--- config.mk ---
export PLATFORM = sky130hd
export DESIGN_NAME = pcbs_power_switchover
export DESIGN_NICKNAME = d
export VERILOG_FILES = /design/src/design/pcbs_pkg.sv /design/src/design/pcbs_power_switchover.sv
export SDC_FILE = /design/constraint.sdc
export NUM_CORES = 1
export LEC_CHECK = 0
export ABC_AREA = 0
export BUFFER_PORTS_ARGS = -buffer_cell sky130_fd_sc_hd__buf_2
export CAP_MARGIN = 5
export CORE_ASPECT_RATIO = 0.9
export CORE_MARGIN = 3
export CORE_UTILIZATION = 54
export CTS_CLUSTER_DIAMETER = 30
export DETAILED_ROUTE_END_ITERATION = 7
export PLACE_DENSITY = 0.78
export SYNTH_ARGS = -nofsm -noshare
export SYNTH_HDL_FRONTEND = slang
export SYNTH_SLANG_ARGS = --single-unit
export TNS_END_PERCENT = 100
--- constraint.sdc ---
create_clock -name clk_sys_i -period 1.8 [get_ports clk_sys_i]
set_input_delay 0.36 -clock clk_sys_i [delete_from_list [all_inputs] [get_ports clk_sys_i]]
set_output_delay 0.36 -clock clk_sys_i [all_outputs]
set_load 0.02 [all_outputs]
--- src/design/pcbs_pkg.sv ---
/*
  Package for the power control and battery switchover block: special
  function register addresses, field positions, reset values and types.
  Assumes an 8-bit special function register space driven by the core.
*/
`default_nettype none

package pcbs_pkg;

  // Register addresses in the core's special function register space
  localparam logic [7:0] ADDR_WRITE_UNLOCK_KEY     = 8'hc1;
  localparam logic [7:0] ADDR_POWER_CONTROL        = 8'hc5;
  localparam logic [7:0] ADDR_PSM_ENABLE           = 8'hec;
  localparam logic [7:0] ADDR_PERIPHERAL_CONFIG    = 8'hf4;
  localparam logic [7:0] ADDR_SWITCHOVER_CONFIG    = 8'hf5;
  localparam logic [7:0] ADDR_PSM_FLAGS            = 8'hf8;
  localparam logic [7:0] ADDR_RETAINED_SCRATCH_3   = 8'hfd;
  localparam logic [7:0] ADDR_RETAINED_SCRATCH_4   = 8'hfe;
  localparam logic [7:0] ADDR_INTERRUPT_PIN_CONFIG = 8'hff;

  // Unlock value for the power control register
  localparam logic [7:0] UNLOCK_KEY_VALUE = 8'ha7;

  // Power control field positions
  localparam int PWR_RSVD_HI_BIT  = 7;
  localparam int PWR_METER_OFF_BIT = 6;
  localparam int PWR_KEEP_ZERO_BIT = 5;
  localparam int PWR_CORE_OFF_BIT  = 4;
  localparam int PWR_DIV_LSB       = 0;

  // Other field positions
  localparam int PSM_RESTORED_BIT   = 7;
  localparam int PSM_SWITCHOVER_BIT = 1;
  localparam int PERIPHERAL_SOURCE_BIT = 6;
  localparam int INT1_CFG_LSB       = 0;

  // Reset values
  localparam logic [2:0] CORE_CLOCK_DIVIDE_RST = 3'h2;
  localparam logic [1:0] SWITCHOVER_SELECT_RST = 2'h0;
  localparam logic [2:0] EXT_INT1_CONFIG_RST   = 3'h0;
  localparam logic [7:0] SCRATCH_RST           = 8'h00;

  // Switchover select codes and the interrupt pin battery code
  localparam logic [1:0] SEL_MAIN_ONLY    = 2'h0;
  localparam logic [1:0] SEL_MAIN_MONITOR = 2'h1;
  localparam logic [1:0] INT1_BATT_CODE   = 2'h1;

  // Supply source state, Gray along main -> battery -> main
  typedef enum logic [0:0] {
    SRC_MAIN    = 1'b0,
    SRC_BATTERY = 1'b1
  } pcbs_src_e;

  // Stored power control fields
  typedef struct packed {
    logic       meter_off;
    logic       keep_zero;
    logic       core_shutdown;
    logic [2:0] core_clock_divide;
  } pcbs_power_control_s;

endpackage : pcbs_pkg

`default_nettype wire

--- src/design/pcbs_power_switchover.sv ---
/*
  Power control register, retained scratch bytes three and four, and the
  main supply / battery switchover controller with its latched flags.
  Assumes the core drives single-cycle synchronous register writes and
  reads, and that supply comparators and the battery control pin are
  already synchronous to clk_sys_i.
*/
// Behaviour
// - Scratch bytes are 8-bit, kept in power saving
// - Scratch cleared only when both supplies lost
// - Meter-off bit 6 powers down metering
// - Core-off bit 4 in mode one enters two
// - Divide field: 4.096 MHz over 2^n, reset 010
// - Switchover on after reset; select bit 1 disables
// - Select 01 adds low monitor input trigger
// - Select 00 uses low main supply trigger
// - Battery pin falling edge forces switchover when enabled
// - Metering converters unavailable while on battery
// - Enableable switchover and restore interrupts, ORed onto one output
// - Select 1x disables switchover entirely
// - Return to main when all triggers false, or at once under select 1x
// - Flags latched, cleared by writing zero
`timescale 1ns/1ps
`default_nettype none

module pcbs_power_switchover (
  // Clock and resets
  input  wire logic       clk_sys_i,
  input  wire logic       rst_n_i,
  input  wire logic       supplies_lost_i,
  // Register port from the core
  input  wire logic [7:0] sfr_addr_i,
  input  wire logic       sfr_wr_i,
  input  wire logic [7:0] sfr_wdata_i,
  input  wire logic       sfr_rd_i,
  output logic      [7:0] sfr_rdata_o,
  // Supply monitors and pins
  input  wire logic       main_low_i,
  input  wire logic       monitor_low_i,
  input  wire logic       battery_control_pin_i,
  input  wire logic       low_power_mode_one_i,
  // Power controls
  output logic            internal_supply_main_o,
  output logic            meter_power_down_o,
  output logic            meter_adc_available_o,
  output logic            enter_low_power_mode_two_o,
  output logic      [2:0] core_clock_divide_o,
  output logic            psm_irq_o
);

  ////////////////////////////////////////////////////////////////////////////
  // State
  pcbs_pkg::pcbs_power_control_s pwr_r;
  logic                          unlock_r;
  logic [7:0]                    retained_scratch_three_r;
  logic [7:0]                    retained_scratch_four_r;
  logic [1:0]                    switchover_select_r;
  logic [2:0]                    ext_int1_config_r;
  logic                          en_restored_r;
  logic                          en_switchover_r;
  logic                          flag_restored_r;
  logic                          flag_switchover_r;
  logic                          pin_prev_r;
  pcbs_pkg::pcbs_src_e           src_r;
  pcbs_pkg::pcbs_src_e           src_nxt;
  logic [7:0]                    rdata_r;

  ////////////////////////////////////////////////////////////////////////////
  // Address decode
  wire wr_key      = sfr_wr_i && (sfr_addr_i == pcbs_pkg::ADDR_WRITE_UNLOCK_KEY);
  wire wr_pwr      = sfr_wr_i && (sfr_addr_i == pcbs_pkg::ADDR_POWER_CONTROL);
  wire wr_en       = sfr_wr_i && (sfr_addr_i == pcbs_pkg::ADDR_PSM_ENABLE);
  wire wr_cfg      = sfr_wr_i && (sfr_addr_i == pcbs_pkg::ADDR_SWITCHOVER_CONFIG);
  wire wr_flags    = sfr_wr_i && (sfr_addr_i == pcbs_pkg::ADDR_PSM_FLAGS);
  wire wr_scr3     = sfr_wr_i && (sfr_addr_i == pcbs_pkg::ADDR_RETAINED_SCRATCH_3);
  wire wr_scr4     = sfr_wr_i && (sfr_addr_i == pcbs_pkg::ADDR_RETAINED_SCRATCH_4);
  wire wr_intpin   = sfr_wr_i && (sfr_addr_i == pcbs_pkg::ADDR_INTERRUPT_PIN_CONFIG);
  wire key_match   = wr_key && (sfr_wdata_i == pcbs_pkg::UNLOCK_KEY_VALUE);
  wire wr_pwr_ok   = wr_pwr && unlock_r;

  ////////////////////////////////////////////////////////////////////////////
  // Switchover triggers
  wire sel_disabled = switchover_select_r[1];
  wire monitor_en   = (switchover_select_r == pcbs_pkg::SEL_MAIN_MONITOR);
  wire main_en      = !sel_disabled;
  wire pin_en       = !sel_disabled &&
                      (ext_int1_config_r[1:0] == pcbs_pkg::INT1_BATT_CODE);
  wire pin_fall     = pin_prev_r && !battery_control_pin_i;
  wire go_battery   = (main_en && main_low_i) || (monitor_en && monitor_low_i) ||
                      (pin_en && pin_fall);
  // Pin must be high again before leaving the battery
  wire hold_battery = (main_en && main_low_i) || (monitor_en && monitor_low_i) ||
                      (pin_en && !battery_control_pin_i);
  wire to_battery   = (src_r == pcbs_pkg::SRC_MAIN) && (src_nxt == pcbs_pkg::SRC_BATTERY);
  wire to_main      = (src_r == pcbs_pkg::SRC_BATTERY) && (src_nxt == pcbs_pkg::SRC_MAIN);

  // Next supply source; disabling forces the main supply back
  always_comb begin
    src_nxt = src_r;
    unique case (src_r)
      pcbs_pkg::SRC_MAIN: begin
        if (go_battery) begin
          src_nxt = pcbs_pkg::SRC_BATTERY;
        end
      end
      pcbs_pkg::SRC_BATTERY: begin
        if (sel_disabled || !hold_battery) begin
          src_nxt = pcbs_pkg::SRC_MAIN;
        end
      end
    endcase
  end

  ////////////////////////////////////////////////////////////////////////////
  // Source state and pin history; main supply after reset
  always_ff @(posedge clk_sys_i) begin
    if (!rst_n_i) begin
      src_r      <= pcbs_pkg::SRC_MAIN;
      pin_prev_r <= 1'b1;
    end else begin
      src_r      <= src_nxt;
      pin_prev_r <= battery_control_pin_i;
    end
  end

  ////////////////////////////////////////////////////////////////////////////
  // Key unlock: one write only, any following write consumes it
  always_ff @(posedge clk_sys_i) begin
    if (!rst_n_i) begin
      unlock_r <= 1'b0;
    end else if (sfr_wr_i) begin
      unlock_r <= key_match;
    end
  end

  ////////////////////////////////////////////////////////////////////////////
  // Power control register
  always_ff @(posedge clk_sys_i) begin
    if (!rst_n_i) begin
      pwr_r <= '{meter_off: 1'b0, keep_zero: 1'b0, core_shutdown: 1'b0,
                 core_clock_divide: pcbs_pkg::CORE_CLOCK_DIVIDE_RST};
    end else if (wr_pwr_ok) begin
      pwr_r.meter_off         <= sfr_wdata_i[pcbs_pkg::PWR_METER_OFF_BIT];
      pwr_r.keep_zero         <= sfr_wdata_i[pcbs_pkg::PWR_KEEP_ZERO_BIT];
      pwr_r.core_shutdown     <= sfr_wdata_i[pcbs_pkg::PWR_CORE_OFF_BIT];
      pwr_r.core_clock_divide <= sfr_wdata_i[pcbs_pkg::PWR_DIV_LSB +: 3];
    end
  end

  ////////////////////////////////////////////////////////////////////////////
  // Configuration and enables
  always_ff @(posedge clk_sys_i) begin
    if (!rst_n_i) begin
      switchover_select_r <= pcbs_pkg::SWITCHOVER_SELECT_RST;
      ext_int1_config_r   <= pcbs_pkg::EXT_INT1_CONFIG_RST;
      en_restored_r       <= 1'b0;
      en_switchover_r     <= 1'b0;
    end else begin
      if (wr_cfg) begin
        switchover_select_r <= sfr_wdata_i[1:0];
      end
      if (wr_intpin) begin
        ext_int1_config_r <= sfr_wdata_i[pcbs_pkg::INT1_CFG_LSB +: 3];
      end
      if (wr_en) begin
        en_restored_r   <= sfr_wdata_i[pcbs_pkg::PSM_RESTORED_BIT];
        en_switchover_r <= sfr_wdata_i[pcbs_pkg::PSM_SWITCHOVER_BIT];
      end
    end
  end

  ////////////////////////////////////////////////////////////////////////////
  // Latched flags; a new event beats a clearing write in the same cycle
  always_ff @(posedge clk_sys_i) begin
    if (!rst_n_i) begin
      flag_restored_r   <= 1'b0;
      flag_switchover_r <= 1'b0;
    end else begin
      if (to_main) begin
        flag_restored_r <= 1'b1;
      end else if (wr_flags && !sfr_wdata_i[pcbs_pkg::PSM_RESTORED_BIT]) begin
        flag_restored_r <= 1'b0;
      end
      if (to_battery) begin
        flag_switchover_r <= 1'b1;
      end else if (wr_flags && !sfr_wdata_i[pcbs_pkg::PSM_SWITCHOVER_BIT]) begin
        flag_switchover_r <= 1'b0;
      end
    end
  end

  ////////////////////////////////////////////////////////////////////////////
  // Retained scratch bytes: system reset does not touch them, only the
  // loss of both supplies clears them
  always_ff @(posedge clk_sys_i) begin
    if (supplies_lost_i) begin
      retained_scratch_three_r <= pcbs_pkg::SCRATCH_RST;
      retained_scratch_four_r <= pcbs_pkg::SCRATCH_RST;
    end else begin
      if (wr_scr3) begin
        retained_scratch_three_r <= sfr_wdata_i;
      end
      if (wr_scr4) begin
        retained_scratch_four_r <= sfr_wdata_i;
      end
    end
  end

  ////////////////////////////////////////////////////////////////////////////
  // Read mux; unmapped addresses read zero
  logic [7:0] rd_mux;
  logic [7:0] pwr_read;
  logic [7:0] flags_read;
  logic [7:0] en_read;

  always_comb begin
    pwr_read = 8'h00;
    pwr_read[pcbs_pkg::PWR_RSVD_HI_BIT]   = 1'b1;
    pwr_read[pcbs_pkg::PWR_METER_OFF_BIT] = pwr_r.meter_off;
    pwr_read[pcbs_pkg::PWR_KEEP_ZERO_BIT] = pwr_r.keep_zero;
    pwr_read[pcbs_pkg::PWR_CORE_OFF_BIT]  = pwr_r.core_shutdown;
    pwr_read[pcbs_pkg::PWR_DIV_LSB +: 3]  = pwr_r.core_clock_divide;
    flags_read = 8'h00;
    flags_read[pcbs_pkg::PSM_RESTORED_BIT]   = flag_restored_r;
    flags_read[pcbs_pkg::PSM_SWITCHOVER_BIT] = flag_switchover_r;
    en_read = 8'h00;
    en_read[pcbs_pkg::PSM_RESTORED_BIT]   = en_restored_r;
    en_read[pcbs_pkg::PSM_SWITCHOVER_BIT] = en_switchover_r;
    unique case (sfr_addr_i)
      pcbs_pkg::ADDR_POWER_CONTROL:        rd_mux = pwr_read;
      pcbs_pkg::ADDR_PSM_ENABLE:           rd_mux = en_read;
      pcbs_pkg::ADDR_PSM_FLAGS:            rd_mux = flags_read;
      pcbs_pkg::ADDR_SWITCHOVER_CONFIG:    rd_mux = {6'h00, switchover_select_r};
      pcbs_pkg::ADDR_INTERRUPT_PIN_CONFIG: rd_mux = {5'h00, ext_int1_config_r};
      pcbs_pkg::ADDR_RETAINED_SCRATCH_3:   rd_mux = retained_scratch_three_r;
      pcbs_pkg::ADDR_RETAINED_SCRATCH_4:   rd_mux = retained_scratch_four_r;
      pcbs_pkg::ADDR_PERIPHERAL_CONFIG: begin
        rd_mux = 8'h00;
        rd_mux[pcbs_pkg::PERIPHERAL_SOURCE_BIT] = (src_r == pcbs_pkg::SRC_MAIN);
      end
      default:                             rd_mux = 8'h00;
    endcase
  end

  // Read data registered, valid the cycle after sfr_rd_i
  always_ff @(posedge clk_sys_i) begin
    if (!rst_n_i) begin
      rdata_r <= 8'h00;
    end else if (sfr_rd_i) begin
      rdata_r <= rd_mux;
    end
  end

  ////////////////////////////////////////////////////////////////////////////
  // Outputs
  wire on_main = (src_r == pcbs_pkg::SRC_MAIN);

  assign sfr_rdata_o                = rdata_r;
  assign internal_supply_main_o     = on_main;
  assign meter_power_down_o         = pwr_r.meter_off || !on_main;
  assign meter_adc_available_o      = on_main && !pwr_r.meter_off;
  assign enter_low_power_mode_two_o = pwr_r.core_shutdown && low_power_mode_one_i;
  assign core_clock_divide_o        = pwr_r.core_clock_divide;
  assign psm_irq_o                  = (flag_restored_r && en_restored_r) ||
                                      (flag_switchover_r && en_switchover_r);

endmodule // pcbs_power_switchover

`default_nettype wire

==> impl_metrics.env, run 1 <==
export IMPL_status="finished, final reports clean"
export IMPL_critPathBufInv=2
export IMPL_hold_depth=2
export IMPL_synth_seq_cells=42
export IMPL_drc=0
export IMPL_seqCellArea_sq_um=841
export IMPL_final_nets=289
export IMPL_fp_dieH_um=65.5
export IMPL_p_sw_frac=0.234
export IMPL_relSlewSlack=0.704
export IMPL_fp_dieArea_sq_um=4720
export IMPL_slew_violations=0
export IMPL_seq_power_share=0.511
export IMPL_rsz0062_at_grt="false"
export IMPL_finalSetupViolations=0
export IMPL_synth_xor_area_frac=0
export IMPL_finalClockSkew_ps=3.38
export IMPL_cts_tree="yes"
export IMPL_synth_seq_area_share=0.396
export IMPL_syn_avg_cell_area_sq_um=9.39
export IMPL_ys_warn_count=0
export IMPL_slowest_stage="dfxtp_1"
export IMPL_initial_core_util=0.593
export IMPL_slowest_delay_ps=370
export IMPL_synth_compound_area_frac=0.166
export IMPL_yosys_area_share_simple=0.272
export IMPL_design_area_sq_um=2440
export IMPL_p_clk_frac=0.393
export IMPL_max_clock_freq_mhz=655
export IMPL_drive_gt1_frac=0.260
export IMPL_async_flop_share=0
export IMPL_synthCells=226
export IMPL_drt_first_pass_iters=6
export IMPL_hp_class="in2reg"
export IMPL_placed_cells=301
export IMPL_rr_worst_depth=4
export IMPL_drt_wirelength_per_cell_um=17.1
export IMPL_fin_crit_ps=1530
export IMPL_num_io_pins=41
export IMPL_htreeDepth=2
export IMPL_synthToLayoutAreaGrowth_pct=15.2
export IMPL_grt_pass1_wl_um=8610
export IMPL_setup_slack_ps=274
export IMPL_drt_iter0_drc=239
export IMPL_synth_mux_area_frac=0.110
export IMPL_die_width_um=72.1
export IMPL_clockRootBuffer="clkbuf_8"
export IMPL_via_per_inst=6.11
export IMPL_core_area_sq_um=3580
export IMPL_ys_types=49
export IMPL_insertion_delay_ps=290
export IMPL_vias=1887
export IMPL_combPwrFrac=0.095
export IMPL_hpwl_um=3800
export IMPL_worstPathCellList="or2_2 -> inv_1 -> buf_2"
export IMPL_cp_data_arrival_time_ps=1170
export IMPL_p_int_mw=1.42
export IMPL_finalNonFillerCells=309
export IMPL_final_core_util=0.683
export IMPL_netlist_area_sq_um=2120
export IMPL_required_ps=1440
export IMPL_place_congestion=0.884
export IMPL_clk_path_buf_depth=2
export IMPL_cts_setup_buffers=0
export IMPL_synth_edf_count=0
export IMPL_startpoint_type="flop"
export IMPL_path_depth=3
export IMPL_synth_top_flop_cell="dfxtp_1"
export IMPL_wl_um=5280
export IMPL_dpl_cell_area_sq_um=2340
export IMPL_power_density_nw_per_um2=759
export IMPL_crit_family="flip-flops"
export IMPL_fillCellCount=305
export IMPL_fin_setup_tns_ps=0
export IMPL_overflow=0
export IMPL_worstPathMaxFanout=5
export IMPL_leakage_nw=1.03
export IMPL_finalCritPeriodShare=0.848
export IMPL_antenna_found_initial=0
export IMPL_clkTransAtPathRegs_ps=80
export IMPL_ant_nets=0
export IMPL_diodes=0
export IMPL_endpoint_kind="primary output"
export IMPL_tightest_slew_ps=442
export IMPL_hold_buffers=0
export IMPL_io_buffer_count=40
export IMPL_hold_viol_final=0
export IMPL_cts_buffers_inserted=5
export IMPL_switchingPower_mw=0.433
export IMPL_cap_violations=0
export IMPL_ir_worst_vdd_uv=607
export IMPL_grt_max_degree=27
export IMPL_path_class="reg2out"
export IMPL_synth_fp_nets=251
export IMPL_dpl_worst_slack_ps=104
export IMPL_synth_top_family_by_area="simple AND/OR/NAND/NOR gates"
export IMPL_cts_resized=0
export IMPL_num_rows=20
export IMPL_synthAdderAreaFrac=0
export IMPL_grt_pass1_vias=1725
export IMPL_multiInputGateArea_sq_um=1160
export IMPL_gr_usage_all_layers=0.240
export IMPL_cts_sinks=42
kinds of logic (layout without fill, tap and decap cells):
group | after synthesis | count (layout)
and+or+nand+nor | 89 | 89
AOI/OAI and AO/OA | 50 | 50
buffers and inverters | 22 | 61
muxes | 23 | 23
DFF | 42 | 42
cells in the mapped netlist, types with 2 or more instances:
cell type / number / area (sq um)
a211oi_1: 2 / 15.0
a21boi_0: 3 / 22.5
a21oi_1: 15 / 75.1
a221oi_1: 6 / 52.6
a22o_1: 3 / 26.3
a22oi_1: 3 / 22.5
and2_1: 4 / 25.0
and4_1: 2 / 17.5
and4b_1: 2 / 20.0
and4b_2: 2 / 22.5
buf_2: 4 / 20.0
buf_4: 4 / 30.0
buf_6: 2 / 22.5
clkbuf_1: 5 / 18.8
dfxtp_1: 42 / 841
inv_1: 5 / 18.8
mux2_2: 2 / 22.5
mux2i_1: 21 / 210
nand2_1: 13 / 48.8
nand3_1: 15 / 75.1
nand3b_1: 2 / 15.0
nand4_1: 6 / 37.5
nand4bb_4: 2 / 55.1
nor2_1: 14 / 52.6
nor2b_1: 15 / 93.8
o21ai_0: 8 / 40.0
or2_2: 2 / 12.5
area by class of cell:
| cell class | instances | area share |
|---|---|---|
| Multi-Input combinational cell | 162 | 0.476 |
| Clock buffer | 7 | 0.0312 |
| Inverter | 5 | 0.00768 |
| Sequential cell | 42 | 0.344 |
| Clock inverter | 1 | 0.0123 |
| Timing Repair Buffer | 48 | 0.107 |
| Tap cell | 44 | 0.0225 |
state kept, by name, indices dropped and copies added, names as in the netlist:
name,count
retained_scratch_four_r,8
unlock_r,1
flag_restored_r,1
src_r,1
switchover_select_r,2
ext_int1_config_r,3
flag_switchover_r,1
sfr_rdata_o,8
en_restored_r,1
core_clock_divide_o,3
en_switchover_r,1
pwr_r,3
retained_scratch_three_r,8
pin_prev_r,1
per-stage QoR:
stage / total power, mW / hold slack (ps)
3_5_place_dp: 1.14 / 447
4_1_cts: 1.87 / 258
3_3_place_gp: 1.14 / 442
2_1_floorplan: 1.07 / 433
6_report: 1.85 / 260
5_1_grt: 1.91 / 272
power groups by stage:
stage	logic (mW)	registers, mW	clock network, mW
after floorplan	0.0963	0.973	0
after global placement	0.172	0.969	0
final	0.177	0.948	0.729
after detailed placement	0.173	0.969	0
after CTS	0.175	0.947	0.744
after global routing	0.193	0.949	0.766
cells in the final DEF, fill, tap and decap left out, types with 3 or more instances in the layout:
cell      synthesis  layout
buf_4             4       8
dfxtp_1          42      42
nand4_1           6       6
nand2_1          13      13
a21oi_1          15      15
a221oi_1          6       6
a22o_1            3       3
nand3_1          15      15
a21boi_0          3       3
and2_1            4       4
nor2_1           14      14
clkbuf_8          0       5
nor2b_1          15      15
a22oi_1           3       3
buf_2             4      40
o21ai_0           8       8
mux2i_1          21      21
inv_1             5       5
final timing paths:
check / from / end / slack [ps]
setup reg to reg: switchover_select_r[1] / flag_switchover_r / 380
hold reg to reg: retained_scratch_four_r[6] / retained_scratch_four_r[6] / 460
setup / recovery: src_r / meter_adc_available_o / 270
hold / removal: battery_control_pin_i / pin_prev_r / 260
per-layer routing:
metal,GRT usage,share of wire,up-vias,wire (um)
met5,0,0,-,0
met2,0.344,0.42,104,2200
met3,0.0657,0.10,13,530
met1,0.337,0.46,861,2420
li1,-,-,909,-
met4,0.0986,0.025,0,130
Note: power is estimated with default switching activity, not from simulation.
==> run 2: changes to the inputs <==
==> constraint.sdc (replaced) <==
create_clock -name clk_sys_i -period 1.6 [get_ports clk_sys_i]
set_input_delay 0.32 -clock clk_sys_i [delete_from_list [all_inputs] [get_ports clk_sys_i]]
set_output_delay 0.32 -clock clk_sys_i [all_outputs]
set_load 0.02 [all_outputs]
==> run 2 against run 1 <==
Sequential share of layout area decreased by 1.3 points. Via count rose by 4.6%. First-iteration DRC count is 15% lower. Register-to-register slack worse by 200 ps. Combinational power is 23% higher. Sequential power increased by 13%. Largest cell class unchanged. Global-route usage is 0.42 points lower. Routed wire length up 1.6%. Sequential cell count is the same. Clock-buffer cell count did not move. Largest power group unchanged. Utilization is 2.7 points higher.
==> impl_metrics.env, run 2 (synthesis results as in run 1) <==
export IMPL_final_nets=301
export IMPL_ir_worst_vdd_uv=576
export IMPL_hold_depth=2
export IMPL_drt_first_pass_iters=5
export IMPL_relSlewSlack=0.728
export IMPL_rr_worst_depth=5
export IMPL_insertion_delay_ps=290
export IMPL_status="finished, final reports clean"
export IMPL_endpoint_kind="primary output"
export IMPL_slowest_delay_ps=360
export IMPL_final_common_cell="dfxtp_1"
export IMPL_num_io_pins=41
export IMPL_die_width_um=72.1
export IMPL_rsz0062_at_grt="false"
export IMPL_dpl_worst_slack_ps=-103
export IMPL_initial_core_util=0.593
export IMPL_core_area_sq_um=3580
export IMPL_worstPathMaxFanout=5
export IMPL_switchingPower_mw=0.481
export IMPL_placed_cells=313
export IMPL_final_cell_mix="dfxtp_1, buf_2, mux2i_1"
export IMPL_grt_pass1_vias=1749
export IMPL_crit_family="flip-flops"
export IMPL_gr_usage_all_layers=0.236
export IMPL_startpoint_type="flop"
export IMPL_p_int_mw=1.61
export IMPL_power_density_nw_per_um2=824
export IMPL_hold_buffers=0
export IMPL_via_per_inst=6.15
export IMPL_slew_violations=0
export IMPL_finalPower_mw=2.09
export IMPL_use_met1=0.337
export IMPL_combPwrFrac=0.104
export IMPL_p_clk_frac=0.387
export IMPL_diodes=0
export IMPL_cts_tree="yes"
export IMPL_cts_sinks=42
export IMPL_worstPathCellList="or2_2 -> inv_1 -> buf_2"
export IMPL_fin_crit_ps=1460
export IMPL_overflow=0
export IMPL_critPathBufInv=2
export IMPL_synthToLayoutAreaGrowth_pct=19.7
export IMPL_clockRootBuffer="clkbuf_8"
export IMPL_cp_data_arrival_time_ps=1140
export IMPL_antenna_found_initial=0
export IMPL_tightest_slew_ps=403
export IMPL_required_ps=1280
export IMPL_path_depth=3
export IMPL_met2_usage=0.351
export IMPL_max_clock_freq_mhz=686
export IMPL_busiest_layer="met2"
export IMPL_grt_max_degree=27
export IMPL_seq_power_share=0.509
export IMPL_io_buffer_count=40
export IMPL_place_congestion=0.841
export IMPL_finalNonFillerCells=321
export IMPL_wl_um=5360
export IMPL_cap_violations=0
export IMPL_drt_wirelength_per_cell_um=16.7
export IMPL_grt_pass1_wl_um=8570
export IMPL_htreeDepth=2
export IMPL_hold_viol_final=0
export IMPL_hp_class="in2reg"
export IMPL_drc=0
export IMPL_cts_buffers_inserted=5
export IMPL_clk_path_buf_depth=2
export IMPL_slowest_stage="dfxtp_1"
export IMPL_fin_setup_tns_ps=0
export IMPL_clkTransAtPathRegs_ps=70
export IMPL_vias=1973
export IMPL_finalCritPeriodShare=0.911
export IMPL_fp_dieArea_sq_um=4720
export IMPL_finalSetupViolations=0
export IMPL_path_class="reg2out"
export IMPL_p_sw_frac=0.230
export IMPL_hpwl_um=3970
export IMPL_fp_dieH_um=65.5
export IMPL_leakage_nw=1.09
export IMPL_setup_slack_ps=142
export IMPL_drt_iter0_drc=202
export IMPL_finalClockSkew_ps=5.46
export IMPL_drive_gt1_frac=0.296
export IMPL_ant_nets=0
export IMPL_num_rows=20
export IMPL_hold_ws_ps=237
export IMPL_grt_use_met3=0.0581
## run 2: cell types whose count changed in the layout (fill, tap and decap cells not counted), sizes merged
cell  previous run  this run
buf             48        60
## run 2: through the flow
step / util / area [sq um]
2_1_floorplan: - / 2120
3_3_place_gp: 0.678 / 2430
3_5_place_dp: 0.678 / 2430
4_1_cts: 0.708 / 2530
5_1_grt: 0.710 / 2540
6_report: 0.710 / 2540
## run 2: worst paths after layout
path / startpoint / endpoint / slack [ps]
worst max-delay path: src_r / meter_adc_available_o / 140
worst min-delay path: battery_control_pin_i / pin_prev_r / 240
worst max register to register: switchover_select_r[1] / flag_switchover_r / 180
worst min register to register: retained_scratch_four_r[3] / retained_scratch_four_r[3] / 460
## run 2: timing repair
| action | in CTS | in global routing |
|---|---|---|
| buffers inserted | 0 | 0 |
| gates resized for setup | 0 | 1 |
| endpoints found under the setup margin | 0 | 1 |
## run 2: final cells by class
| cell class | instances | area (sq um) |
|---|---|---|
| timing repair buffer | 60 | 350 |
| sequential | 42 | 841 |
| clock buffer | 7 | 76.3 |
| tap | 44 | 55.1 |
| fill | 303 | 1040 |
| inverter | 5 | 18.8 |
| clock inverter | 1 | 30.0 |
| multi-input combinational | 162 | 1170 |
## run 2: power groups by stage
stage          combinational [mW]  sequential [mW]  clock [mW]
2_1_floorplan               0.108             1.10           0
3_3_place_gp                0.209             1.09           0
3_5_place_dp                0.212             1.09           0
4_1_cts                     0.214             1.07       0.823
5_1_grt                     0.234             1.07       0.861
6_report                    0.217             1.07       0.810
## run 2: per-layer routing
metal  vias to the layer above  part of all wire
met5                         -                 0
met2                       105              0.45
met3                        10             0.077
li1                        933                 -
met4                         0             0.011
met1                       925              0.47
